### src/tpr_consts.vh
/*
  Constants for the dual 8-bit timer pair: mode codes, clock-select codes,
  PWM period codes and reset values.
  Assumes inclusion by bare name from the timer pair module.
*/
`ifndef TPR_CONSTS_VH
`define TPR_CONSTS_VH

// ------------------------------------------------
// Pair mode codes
// ------------------------------------------------
`define TPR_MODE_2X8   2'h0
`define TPR_MODE_16    2'h1
`define TPR_MODE_PPG   2'h2
`define TPR_MODE_PWM   2'h3

// ------------------------------------------------
// Clock select codes
// ------------------------------------------------
`define TPR_CLK_SEL0   2'h0
`define TPR_CLK_SEL1   2'h1
`define TPR_CLK_SEL2   2'h2
`define TPR_CLK_SEL3   2'h3

// ------------------------------------------------
// PWM period codes and terminal counts
// ------------------------------------------------
`define TPR_PWM_P6     2'h1
`define TPR_PWM_P7     2'h2
`define TPR_PWM_P8     2'h3
`define TPR_PWM_TOP6   8'h3F
`define TPR_PWM_TOP7   8'h7F
`define TPR_PWM_TOP8   8'hFF

// ------------------------------------------------
// Reset values
// ------------------------------------------------
`define TPR_RST_CNT    8'h00
`define TPR_RST_FF     1'h0

`endif

### src/tpr_timer_pair.v
/*
  Dual 8-bit timer pair with mode select: two 8-bit timers, one 16-bit timer,
  8-bit pulse generator, or 8-bit PWM plus 8-bit timer, with a toggle flip-flop.
  Assumes prescaler taps and the enable are one-cycle pulses on clk_i; the
  external clock is an asynchronous pin and is synchronised here.
  Selects and compare values are read live: change them only while stopped,
  or a period in flight may end early or run a full wrap.
*/
// Behaviour
// - Mode field selects two 8-bit timers, 16-bit timer, pulse generator, or PWM plus timer.
// - PWM period code 01,10,11 gives period 2^6-1, 2^7-1, 2^8-1.
// - Two-timer mode: high counter clocked by low match, tap a, c or d.
// - PWM mode: high counter clocked only from tap a, c or d.
// - Low counter clocked by external clock, tap a, b or c in every mode.
// - Two-timer mode: trigger select 0 toggles flip-flop from low, 1 from high.
// - PWM mode: flip-flop carries PWM; high counter still runs as 8-bit timer.
// - PWM mode: low match never clocks the high counter.
// - PWM mode: high counter has no timer output; pin driven by PWM only.
`timescale 1ns/10ps
`include "tpr_consts.vh"

module tpr_timer_pair #(
  parameter WIDTH = 8
) (
  input  wire             clk_i,          // 50 MHz clock
  input  wire             rstn_i,         // Async reset, active low
  input  wire             ce_i,           // Clock enable, freezes all state
  input  wire             run_i,          // Counters run; low clears them
  input  wire [1:0]       pair_mode_i,    // pair_mode_select
  input  wire [1:0]       pwm_period_i,   // PWM period select
  input  wire [1:0]       high_clk_sel_i, // high_clock_select
  input  wire [1:0]       low_clk_sel_i,  // low_clock_select
  input  wire             ff_trig_sel_i,  // ff_trigger_select
  input  wire             ff_toggle_en_i, // Toggling enabled
  input  wire             ff_clear_i,     // Clear flip-flop (pulse)
  input  wire [WIDTH-1:0] low_cmp_i,      // Low counter compare value
  input  wire [WIDTH-1:0] high_cmp_i,     // High counter compare value
  input  wire             ext_clk_i,      // External clock pin
  input  wire             tap_div_a_i,    // Prescaler tap a pulse
  input  wire             tap_div_b_i,    // Prescaler tap b pulse
  input  wire             tap_div_c_i,    // Prescaler tap c pulse
  input  wire             tap_div_d_i,    // Prescaler tap d pulse
  output reg  [WIDTH-1:0] low_count_o,    // Low counter value
  output reg  [WIDTH-1:0] high_count_o,   // High counter value
  output reg              low_match_o,    // Low match pulse
  output reg              high_match_o,   // High match pulse
  output reg              timer_ff_o      // Timer flip-flop output
);

  // ------------------------------------------------
  // External clock synchroniser and edge detect
  // ------------------------------------------------
  reg ext_s1_ff;
  reg ext_s2_ff;
  reg ext_s3_ff;
  // Third stage only feeds the edge detect; the tick follows the pin by two cycles
  wire ext_tick = ext_s2_ff & ~ext_s3_ff;

  always @(posedge clk_i or negedge rstn_i) begin
    if (!rstn_i) begin
      ext_s1_ff <= 1'h0;
      ext_s2_ff <= 1'h0;
      ext_s3_ff <= 1'h0;
    end else if (ce_i) begin
      ext_s1_ff <= ext_clk_i;
      ext_s2_ff <= ext_s1_ff;
      ext_s3_ff <= ext_s2_ff;
    end
  end

  // ------------------------------------------------
  // Mode decode and clock selection
  // ------------------------------------------------
  wire mode_2x8 = (pair_mode_i == `TPR_MODE_2X8);
  wire mode_16  = (pair_mode_i == `TPR_MODE_16);
  wire mode_ppg = (pair_mode_i == `TPR_MODE_PPG);
  wire mode_pwm = (pair_mode_i == `TPR_MODE_PWM);

  reg low_tick;
  reg high_tick;
  reg [WIDTH-1:0] pwm_top;
  wire low_hit;
  wire high_hit;

  always @* begin
    case (low_clk_sel_i)
      `TPR_CLK_SEL0: low_tick = ext_tick;
      `TPR_CLK_SEL1: low_tick = tap_div_a_i;
      `TPR_CLK_SEL2: low_tick = tap_div_b_i;
      default:       low_tick = tap_div_c_i;
    endcase
  end

  always @* begin
    case (high_clk_sel_i)
      // Low match is never a clock in PWM mode
      `TPR_CLK_SEL0: high_tick = mode_2x8 ? low_hit : 1'h0;
      `TPR_CLK_SEL1: high_tick = tap_div_a_i;
      `TPR_CLK_SEL2: high_tick = tap_div_c_i;
      default:       high_tick = tap_div_d_i;
    endcase
  end

  always @* begin
    // Period code 00 is unused; it falls back to the full 8-bit period
    case (pwm_period_i)
      `TPR_PWM_P6: pwm_top = `TPR_PWM_TOP6;
      `TPR_PWM_P7: pwm_top = `TPR_PWM_TOP7;
      default:     pwm_top = `TPR_PWM_TOP8;
    endcase
  end

  // ------------------------------------------------
  // Compare logic
  // ------------------------------------------------
  // 16-bit mode: high half advances on low overflow, match needs both halves
  wire low_eq  = (low_count_o == low_cmp_i);
  wire high_eq = (high_count_o == high_cmp_i);
  // PWM period is exactly top ticks, so the count runs 0 to top-1
  wire low_top = (low_count_o == pwm_top - 8'h01);
  wire low_ovf = low_tick & (&low_count_o);
  wire match16 = low_tick & low_eq & high_eq;
  assign low_hit  = low_tick & low_eq & ~mode_16;
  assign high_hit = mode_16 ? match16 : (high_tick & high_eq);

  // Pulse generator: low compare sets edge, high compare ends period
  wire ppg_end = low_tick & (low_count_o == high_cmp_i);
  wire pwm_end = low_tick & low_top;

  reg [WIDTH-1:0] nxt_low;
  reg [WIDTH-1:0] nxt_high;
  reg             nxt_ff;

  always @* begin
    nxt_low  = low_count_o;
    nxt_high = high_count_o;
    nxt_ff   = timer_ff_o;
    if (!run_i) begin
      nxt_low  = `TPR_RST_CNT;
      nxt_high = `TPR_RST_CNT;
    end else begin
      if (mode_16) begin
        if (match16) begin
          nxt_low  = `TPR_RST_CNT;
          nxt_high = `TPR_RST_CNT;
        end else if (low_tick) begin
          nxt_low  = low_count_o + 8'h01;
          if (low_ovf)
            nxt_high = high_count_o + 8'h01;
        end
      end else begin
        if (mode_pwm)
          nxt_low = pwm_end ? `TPR_RST_CNT : (low_tick ? low_count_o + 8'h01 : low_count_o);
        else if (mode_ppg)
          nxt_low = ppg_end ? `TPR_RST_CNT : (low_tick ? low_count_o + 8'h01 : low_count_o);
        // Two-timer mode: compare value is the last count before the wrap
        else if (low_tick)
          nxt_low = low_eq ? `TPR_RST_CNT : low_count_o + 8'h01;
        // High counter idles in pulse mode, serves as a timer otherwise
        if (!mode_ppg && high_tick)
          nxt_high = high_eq ? `TPR_RST_CNT : high_count_o + 8'h01;
      end
      // Toggle source depends on the mode; only PWM sets and clears directly
      if (ff_toggle_en_i) begin
        if (mode_pwm) begin
          // Waveform: set on low compare, clear at period end
          if (pwm_end)
            nxt_ff = 1'h0;
          else if (low_hit)
            nxt_ff = 1'h1;
        end else if (mode_ppg) begin
          if (low_hit | ppg_end)
            nxt_ff = ~timer_ff_o;
        end else if (mode_16) begin
          if (match16)
            nxt_ff = ~timer_ff_o;
        end else if (ff_trig_sel_i ? high_hit : low_hit) begin
          nxt_ff = ~timer_ff_o;
        end
      end
    end
    // Software clear beats a toggle in the same cycle
    if (ff_clear_i)
      nxt_ff = `TPR_RST_FF;
  end

  // ------------------------------------------------
  // Match pulses
  // ------------------------------------------------
  // Pulse mode keeps its high-side match quiet: the high counter idles there
  reg nxt_low_match;
  reg nxt_high_match;

  always @* begin
    nxt_low_match  = 1'h0;
    nxt_high_match = 1'h0;
    if (run_i) begin
      nxt_low_match  = low_hit | (mode_16 & match16);
      nxt_high_match = high_hit & ~mode_ppg;
    end
  end

  // ------------------------------------------------
  // State registers
  // ------------------------------------------------
  // All state holds while ce_i is low
  always @(posedge clk_i or negedge rstn_i) begin
    if (!rstn_i) begin
      low_count_o  <= `TPR_RST_CNT;
      high_count_o <= `TPR_RST_CNT;
      low_match_o  <= 1'h0;
      high_match_o <= 1'h0;
      timer_ff_o   <= `TPR_RST_FF;
    end else if (ce_i) begin
      low_count_o  <= nxt_low;
      high_count_o <= nxt_high;
      low_match_o  <= nxt_low_match;
      high_match_o <= nxt_high_match;
      timer_ff_o   <= nxt_ff;
    end
  end

endmodule

### config.mk
export PLATFORM = sky130hd
export DESIGN_NAME = tpr_timer_pair
export DESIGN_NICKNAME = d
export VERILOG_FILES = /design/src/tpr_timer_pair.v
export VERILOG_INCLUDE_DIRS = /design/src
export SDC_FILE = /design/constraint.sdc
export NUM_CORES = 1
export LEC_CHECK = 0
export BUFFER_PORTS_ARGS = -buffer_cell sky130_fd_sc_hd__buf_2
export CELL_PAD_IN_SITES_DETAIL_PLACEMENT = 1
export CELL_PAD_IN_SITES_GLOBAL_PLACEMENT = 1
export CORE_MARGIN = 2
export CORE_UTILIZATION = 35
export DETAILED_ROUTE_END_ITERATION = 16
export HOLD_SLACK_MARGIN = 0.02
export PLACE_DENSITY = 0.83
export SYNTH_ARGS = -nofsm -noshare
export SYNTH_HDL_FRONTEND = slang
export SYNTH_SLANG_ARGS = --single-unit
export TNS_END_PERCENT = 100
### constraint.sdc
create_clock -name clk_i -period 2.1 [get_ports clk_i]
set_input_delay 0.21 -clock clk_i [delete_from_list [all_inputs] [get_ports clk_i]]
set_output_delay 0.21 -clock clk_i [all_outputs]
set_load 0.05 [all_outputs]
==> flow_results.xml <==
<?xml version="1.0" encoding="UTF-8"?>
<metrics>
  <group name="final_layout">
    <metric name="fraction_of_layout_instances_using_a_drive_strength_above_1" unit="%">56.01</metric>
    <metric name="final-instance-count-excl-fill" unit="">413</metric>
    <metric name="fin_util" unit="%">56.35</metric>
    <metric name="antenna-diode-count" unit="">0</metric>
    <metric name="final_design_area_no_fill" unit="sq mm">0.003103</metric>
    <metric name="layout-area-overhead-vs-synth" unit="%">55.39</metric>
    <metric name="nets" unit="">382</metric>
  </group>
  <group name="critical_path">
    <metric name="critical_path.n_buffers_inverters" unit="">3</metric>
    <metric name="cp.depth" unit="">10</metric>
    <metric name="cpMostUsedCell" unit="">sky130_fd_sc_hd__buf_4</metric>
    <metric name="cp.required" unit="ps">2250</metric>
    <metric name="crit_path_end_kind" unit="">register</metric>
    <metric name="critical_path.slowest_cell" unit="">sky130_fd_sc_hd__dfrtp_1</metric>
    <metric name="critPathLaunchType" unit="">register</metric>
    <metric name="cp_slowest_stage_delay" unit="ps">440</metric>
    <metric name="rr_worst_depth" unit="">10</metric>
    <metric name="worstPathCellList" unit="">xor2_2 &gt; nor4_2 &gt; buf_4 &gt; nand4_4 &gt; a211oi_4 &gt; buf_4 &gt; o31ai_2 &gt; buf_4 &gt; a21oi_2 &gt; o21ai_1</metric>
    <metric name="cp_data_arrival_time" unit="ps">2460</metric>
    <metric name="critical-path-top-delay-family" unit="">buffers and inverters</metric>
    <metric name="timing.setup.critical_path_class" unit="">register to register</metric>
    <metric name="critPathMaxFanout" unit="">6</metric>
  </group>
  <group name="synth">
    <metric name="synth-edff-count" unit="">0</metric>
    <metric name="netlist_instances" unit="">238</metric>
    <metric name="synth_top_area_cell" unit="">sky130_fd_sc_hd__dfrtp_1</metric>
    <metric name="post_synth_most_frequent_cells" unit="">sky130_fd_sc_hd__nand2_1 (26), sky130_fd_sc_hd__xor2_1 (24), sky130_fd_sc_hd__dfrtp_1 (22), sky130_fd_sc_hd__inv_1 (16), sky130_fd_sc_hd__a21oi_1 (14)</metric>
    <metric name="synth_sequential_area_ratio" unit="%">27.57</metric>
    <metric name="mappedNetlistArea" unit="sq mm">0.001997</metric>
    <metric name="synth_top_area_share" unit="%">27.57</metric>
    <metric name="synth_area_per_cell" unit="sq um">8.390</metric>
    <metric name="synth-warning-count" unit="">0</metric>
    <metric name="synthArstFlopShare" unit="%">100.0</metric>
    <metric name="yosys-top-cells-area" unit="">sky130_fd_sc_hd__dfrtp_1 (28%), sky130_fd_sc_hd__xor2_1 (11%), sky130_fd_sc_hd__nand2_1 (4.9%)</metric>
    <metric name="netlist-cell-type-count" unit="">63</metric>
    <metric name="syn-num-nets" unit="">278</metric>
    <metric name="yosysMostFrequentCell" unit="">sky130_fd_sc_hd__nand2_1</metric>
    <metric name="yosys_register_bits" unit="">22</metric>
    <metric name="synth_flop_cell" unit="">sky130_fd_sc_hd__dfrtp_1</metric>
  </group>
  <group name="route">
    <metric name="drt-pass1-iter-count" unit="">4</metric>
    <metric name="detail_route.wl_per_cell" unit="microns">20.53</metric>
    <metric name="vias_per_cell" unit="">5.663</metric>
    <metric name="routed-via-count" unit="">2339</metric>
    <metric name="remaining_drcs" unit="">0</metric>
    <metric name="wl" unit="microns">8478</metric>
    <metric name="first_iter_violations" unit="">113</metric>
    <metric name="antenna_left" unit="">0</metric>
  </group>
  <group name="floorplan">
    <metric name="placementRows" unit="">27</metric>
    <metric name="floorplan.die_area" unit="sq mm">0.006326</metric>
    <metric name="initial_cell_density_of_the_core" unit="%">36.26</metric>
    <metric name="die_w" unit="microns">79.54</metric>
    <metric name="io-pin-count" unit="">55</metric>
    <metric name="chipHeight" unit="microns">79.54</metric>
    <metric name="core" unit="sq mm">0.005507</metric>
  </group>
  <group name="global_route">
    <metric name="first_global_vias" unit="">2429</metric>
    <metric name="grt_max_degree" unit="">23</metric>
    <metric name="gr-max-usage-layer" unit="">met2</metric>
    <metric name="global_route.overflow_total" unit="">0</metric>
    <metric name="gr-usage-met1" unit="%">29.25</metric>
    <metric name="number_of_antenna_violations_at_the_first_check_in_global_routing" unit="">0</metric>
    <metric name="gr-usage-met2" unit="%">47.73</metric>
    <metric name="global_route_wire_length_before_repair" unit="microns">12340</metric>
    <metric name="grt.met3_usage" unit="%">2.262</metric>
    <metric name="tot_gr_track_use" unit="%">25.49</metric>
  </group>
  <group name="clocking">
    <metric name="clock_latency" unit="ps">270</metric>
    <metric name="clockRootBuffer" unit="">sky130_fd_sc_hd__clkbuf_8</metric>
    <metric name="clkSlewWorstSetupHoldPaths" unit="ps">90</metric>
    <metric name="clockBufferDepth" unit="">2</metric>
    <metric name="tritoncts" unit="">yes</metric>
    <metric name="cts_max_level" unit="">1</metric>
    <metric name="cts_buffer_count" unit="">3</metric>
    <metric name="numClockSinks" unit="">22</metric>
  </group>
  <group name="sta">
    <metric name="maxSlewHeadroom" unit="%">62.89</metric>
    <metric name="finalCriticalPeriod" unit="ps">2306</metric>
    <metric name="final.setup_skew" unit="ps">2.281</metric>
    <metric name="max_freq" unit="MHz">433.7</metric>
    <metric name="pin_slew_with_the_least_headroom_to_its_limit" unit="ps">556.7</metric>
    <metric name="fin_ws" unit="ps">-205.6</metric>
    <metric name="rsz0062_at_grt" unit="">yes</metric>
    <metric name="min_period_over_period" unit="%">109.8</metric>
    <metric name="timing.final.hold_violations" unit="">0</metric>
    <metric name="report.final.slew_viol_count" unit="">0</metric>
    <metric name="final_number_of_setup_violating_endpoints" unit="">15</metric>
  </group>
  <group name="flow_run">
    <metric name="max-cap-violations" unit="">0</metric>
  </group>
  <group name="pwr">
    <metric name="total_leakage_power" unit="uW">0.001440</metric>
    <metric name="power_density" unit="mW/mm^2">499.6</metric>
    <metric name="vdd_ir_drop_max" unit="mV">0.2537</metric>
  </group>
  <group name="outcome">
    <metric name="result_of_the_run" unit="">complete, but fails checks</metric>
    <metric name="failed_checks" unit="">setup timing</metric>
  </group>
  <group name="place">
    <metric name="placedCellCount" unit="">388</metric>
    <metric name="hpwl" unit="microns">5532</metric>
    <metric name="final_wtd_congestion" unit="">0.8233</metric>
    <metric name="dpl-instance-area" unit="sq mm">0.002638</metric>
    <metric name="io_buffers" unit="">54</metric>
  </group>
  <group name="hold_path">
    <metric name="hold_path.class" unit="">input port to register</metric>
    <metric name="worst_hold_path.num_cells" unit="">2</metric>
  </group>
</metrics>
==> flip-flops by register name (all words and copies together), names as in the netlist <==
name and cells:
high_match_o 1, low_count_o 8, low_match_o 1, ext_s2_ff 1, high_count_o 8, ext_s1_ff 1, ext_s3_ff 1, timer_ff_o 1
==> final cells by class <==
class	count	area [sq um]
Fill cell	672	2404
Timing Repair Buffer	114	760.7
Sequential cell	22	561.8
Multi-Input combinational cell	185	1575
Tap cell	72	90.09
Clock buffer	4	55.05
Inverter	16	60.06
==> path summary, 6_finish.rpt <==
path	end	start	slack [ps]
max	high_count_o[3]$_DFFE_PN0P_	high_count_o[6]$_DFFE_PN0P_	-210
min	ext_s1_ff$_DFFE_PN0P_	ext_clk_i	170
max reg2reg	high_count_o[3]$_DFFE_PN0P_	high_count_o[6]$_DFFE_PN0P_	-210
min reg2reg	ext_s3_ff$_DFFE_PN0P_	ext_s3_ff$_DFFE_PN0P_	520
max in group asynchronous	low_count_o[4]$_DFFE_PN0P_	rstn_i	1220
min in group asynchronous	high_count_o[5]$_DFFE_PN0P_	rstn_i	480
==> power breakdown <==
| part | internal (uW) | leakage (uW) | switching, uW |
|---|---|---|---|
| registers | 465 | 0.000279 | 40.2 |
| clock network | 168 | 0.0000288 | 158 |
| logic | 283 | 0.00113 | 436 |
| total | 916 | 0.00144 | 634 |
==> cell families (layout without fill, tap and decap cells) <==
kind of cell | Yosys count | count (layout) | share of synthesized area (%)
and+or+nand+nor | 87 | 87 | 25.44
AOI/OAI and AO/OA | 62 | 62 | 22.49
buffers and inverters | 31 | 134 | 6.954
xor gates and xnor gates | 26 | 26 | 11.78
DFF | 22 | 22 | 27.57
adders and majority gates | 5 | 5 | 3.008
muxes | 5 | 5 | 2.757
==> cells in the final DEF, fill, tap and decap left out, drive strengths merged, types with 4 or more instances in the layout <==
| master | count |
|---|---|
| a21oi | 15 |
| and2 | 4 |
| and3 | 4 |
| and4 | 4 |
| buf | 113 |
| clkbuf | 4 |
| dfrtp | 22 |
| ha | 4 |
| inv | 16 |
| mux2 | 4 |
| nand2 | 26 |
| nand3 | 9 |
| nor2 | 11 |
| nor4 | 7 |
| o21ai | 12 |
| o221ai | 4 |
| or3 | 7 |
| xor2 | 25 |
==> what timing repair did <==
action | CTS | global route
hold buffers | 1 | 0
buffers inserted | 15 | 5
hold endpoints to repair | 22 | 0
resized for setup | 27 | 33
endpoints found under the setup margin | 15 | 18
pin swaps | 23 | 25
==> stage by stage <==
step	TNS, ps	hold WS, ps	total power, uW	setup WS [ps]
2_1_floorplan	-1688	-85.59	909.3	-188.3
3_3_place_gp	-503.9	210.3	1089	-104.1
3_5_place_dp	-2210	215.5	1112	-277.3
4_1_cts	-649.9	169.1	1491	-109.2
5_1_grt	-2968	185.1	1620	-268.9
6_report	-1886	170.4	1550	-205.6
==> metal layers <==
metal / part of all wire (%) / up-vias
li1: - / 1062
met1: 40 / 1159
met2: 52 / 86
met3: 3.7 / 32
met4: 4.4 / 0
met5: 0 / -
Note: power is estimated with default switching activity, not from simulation.
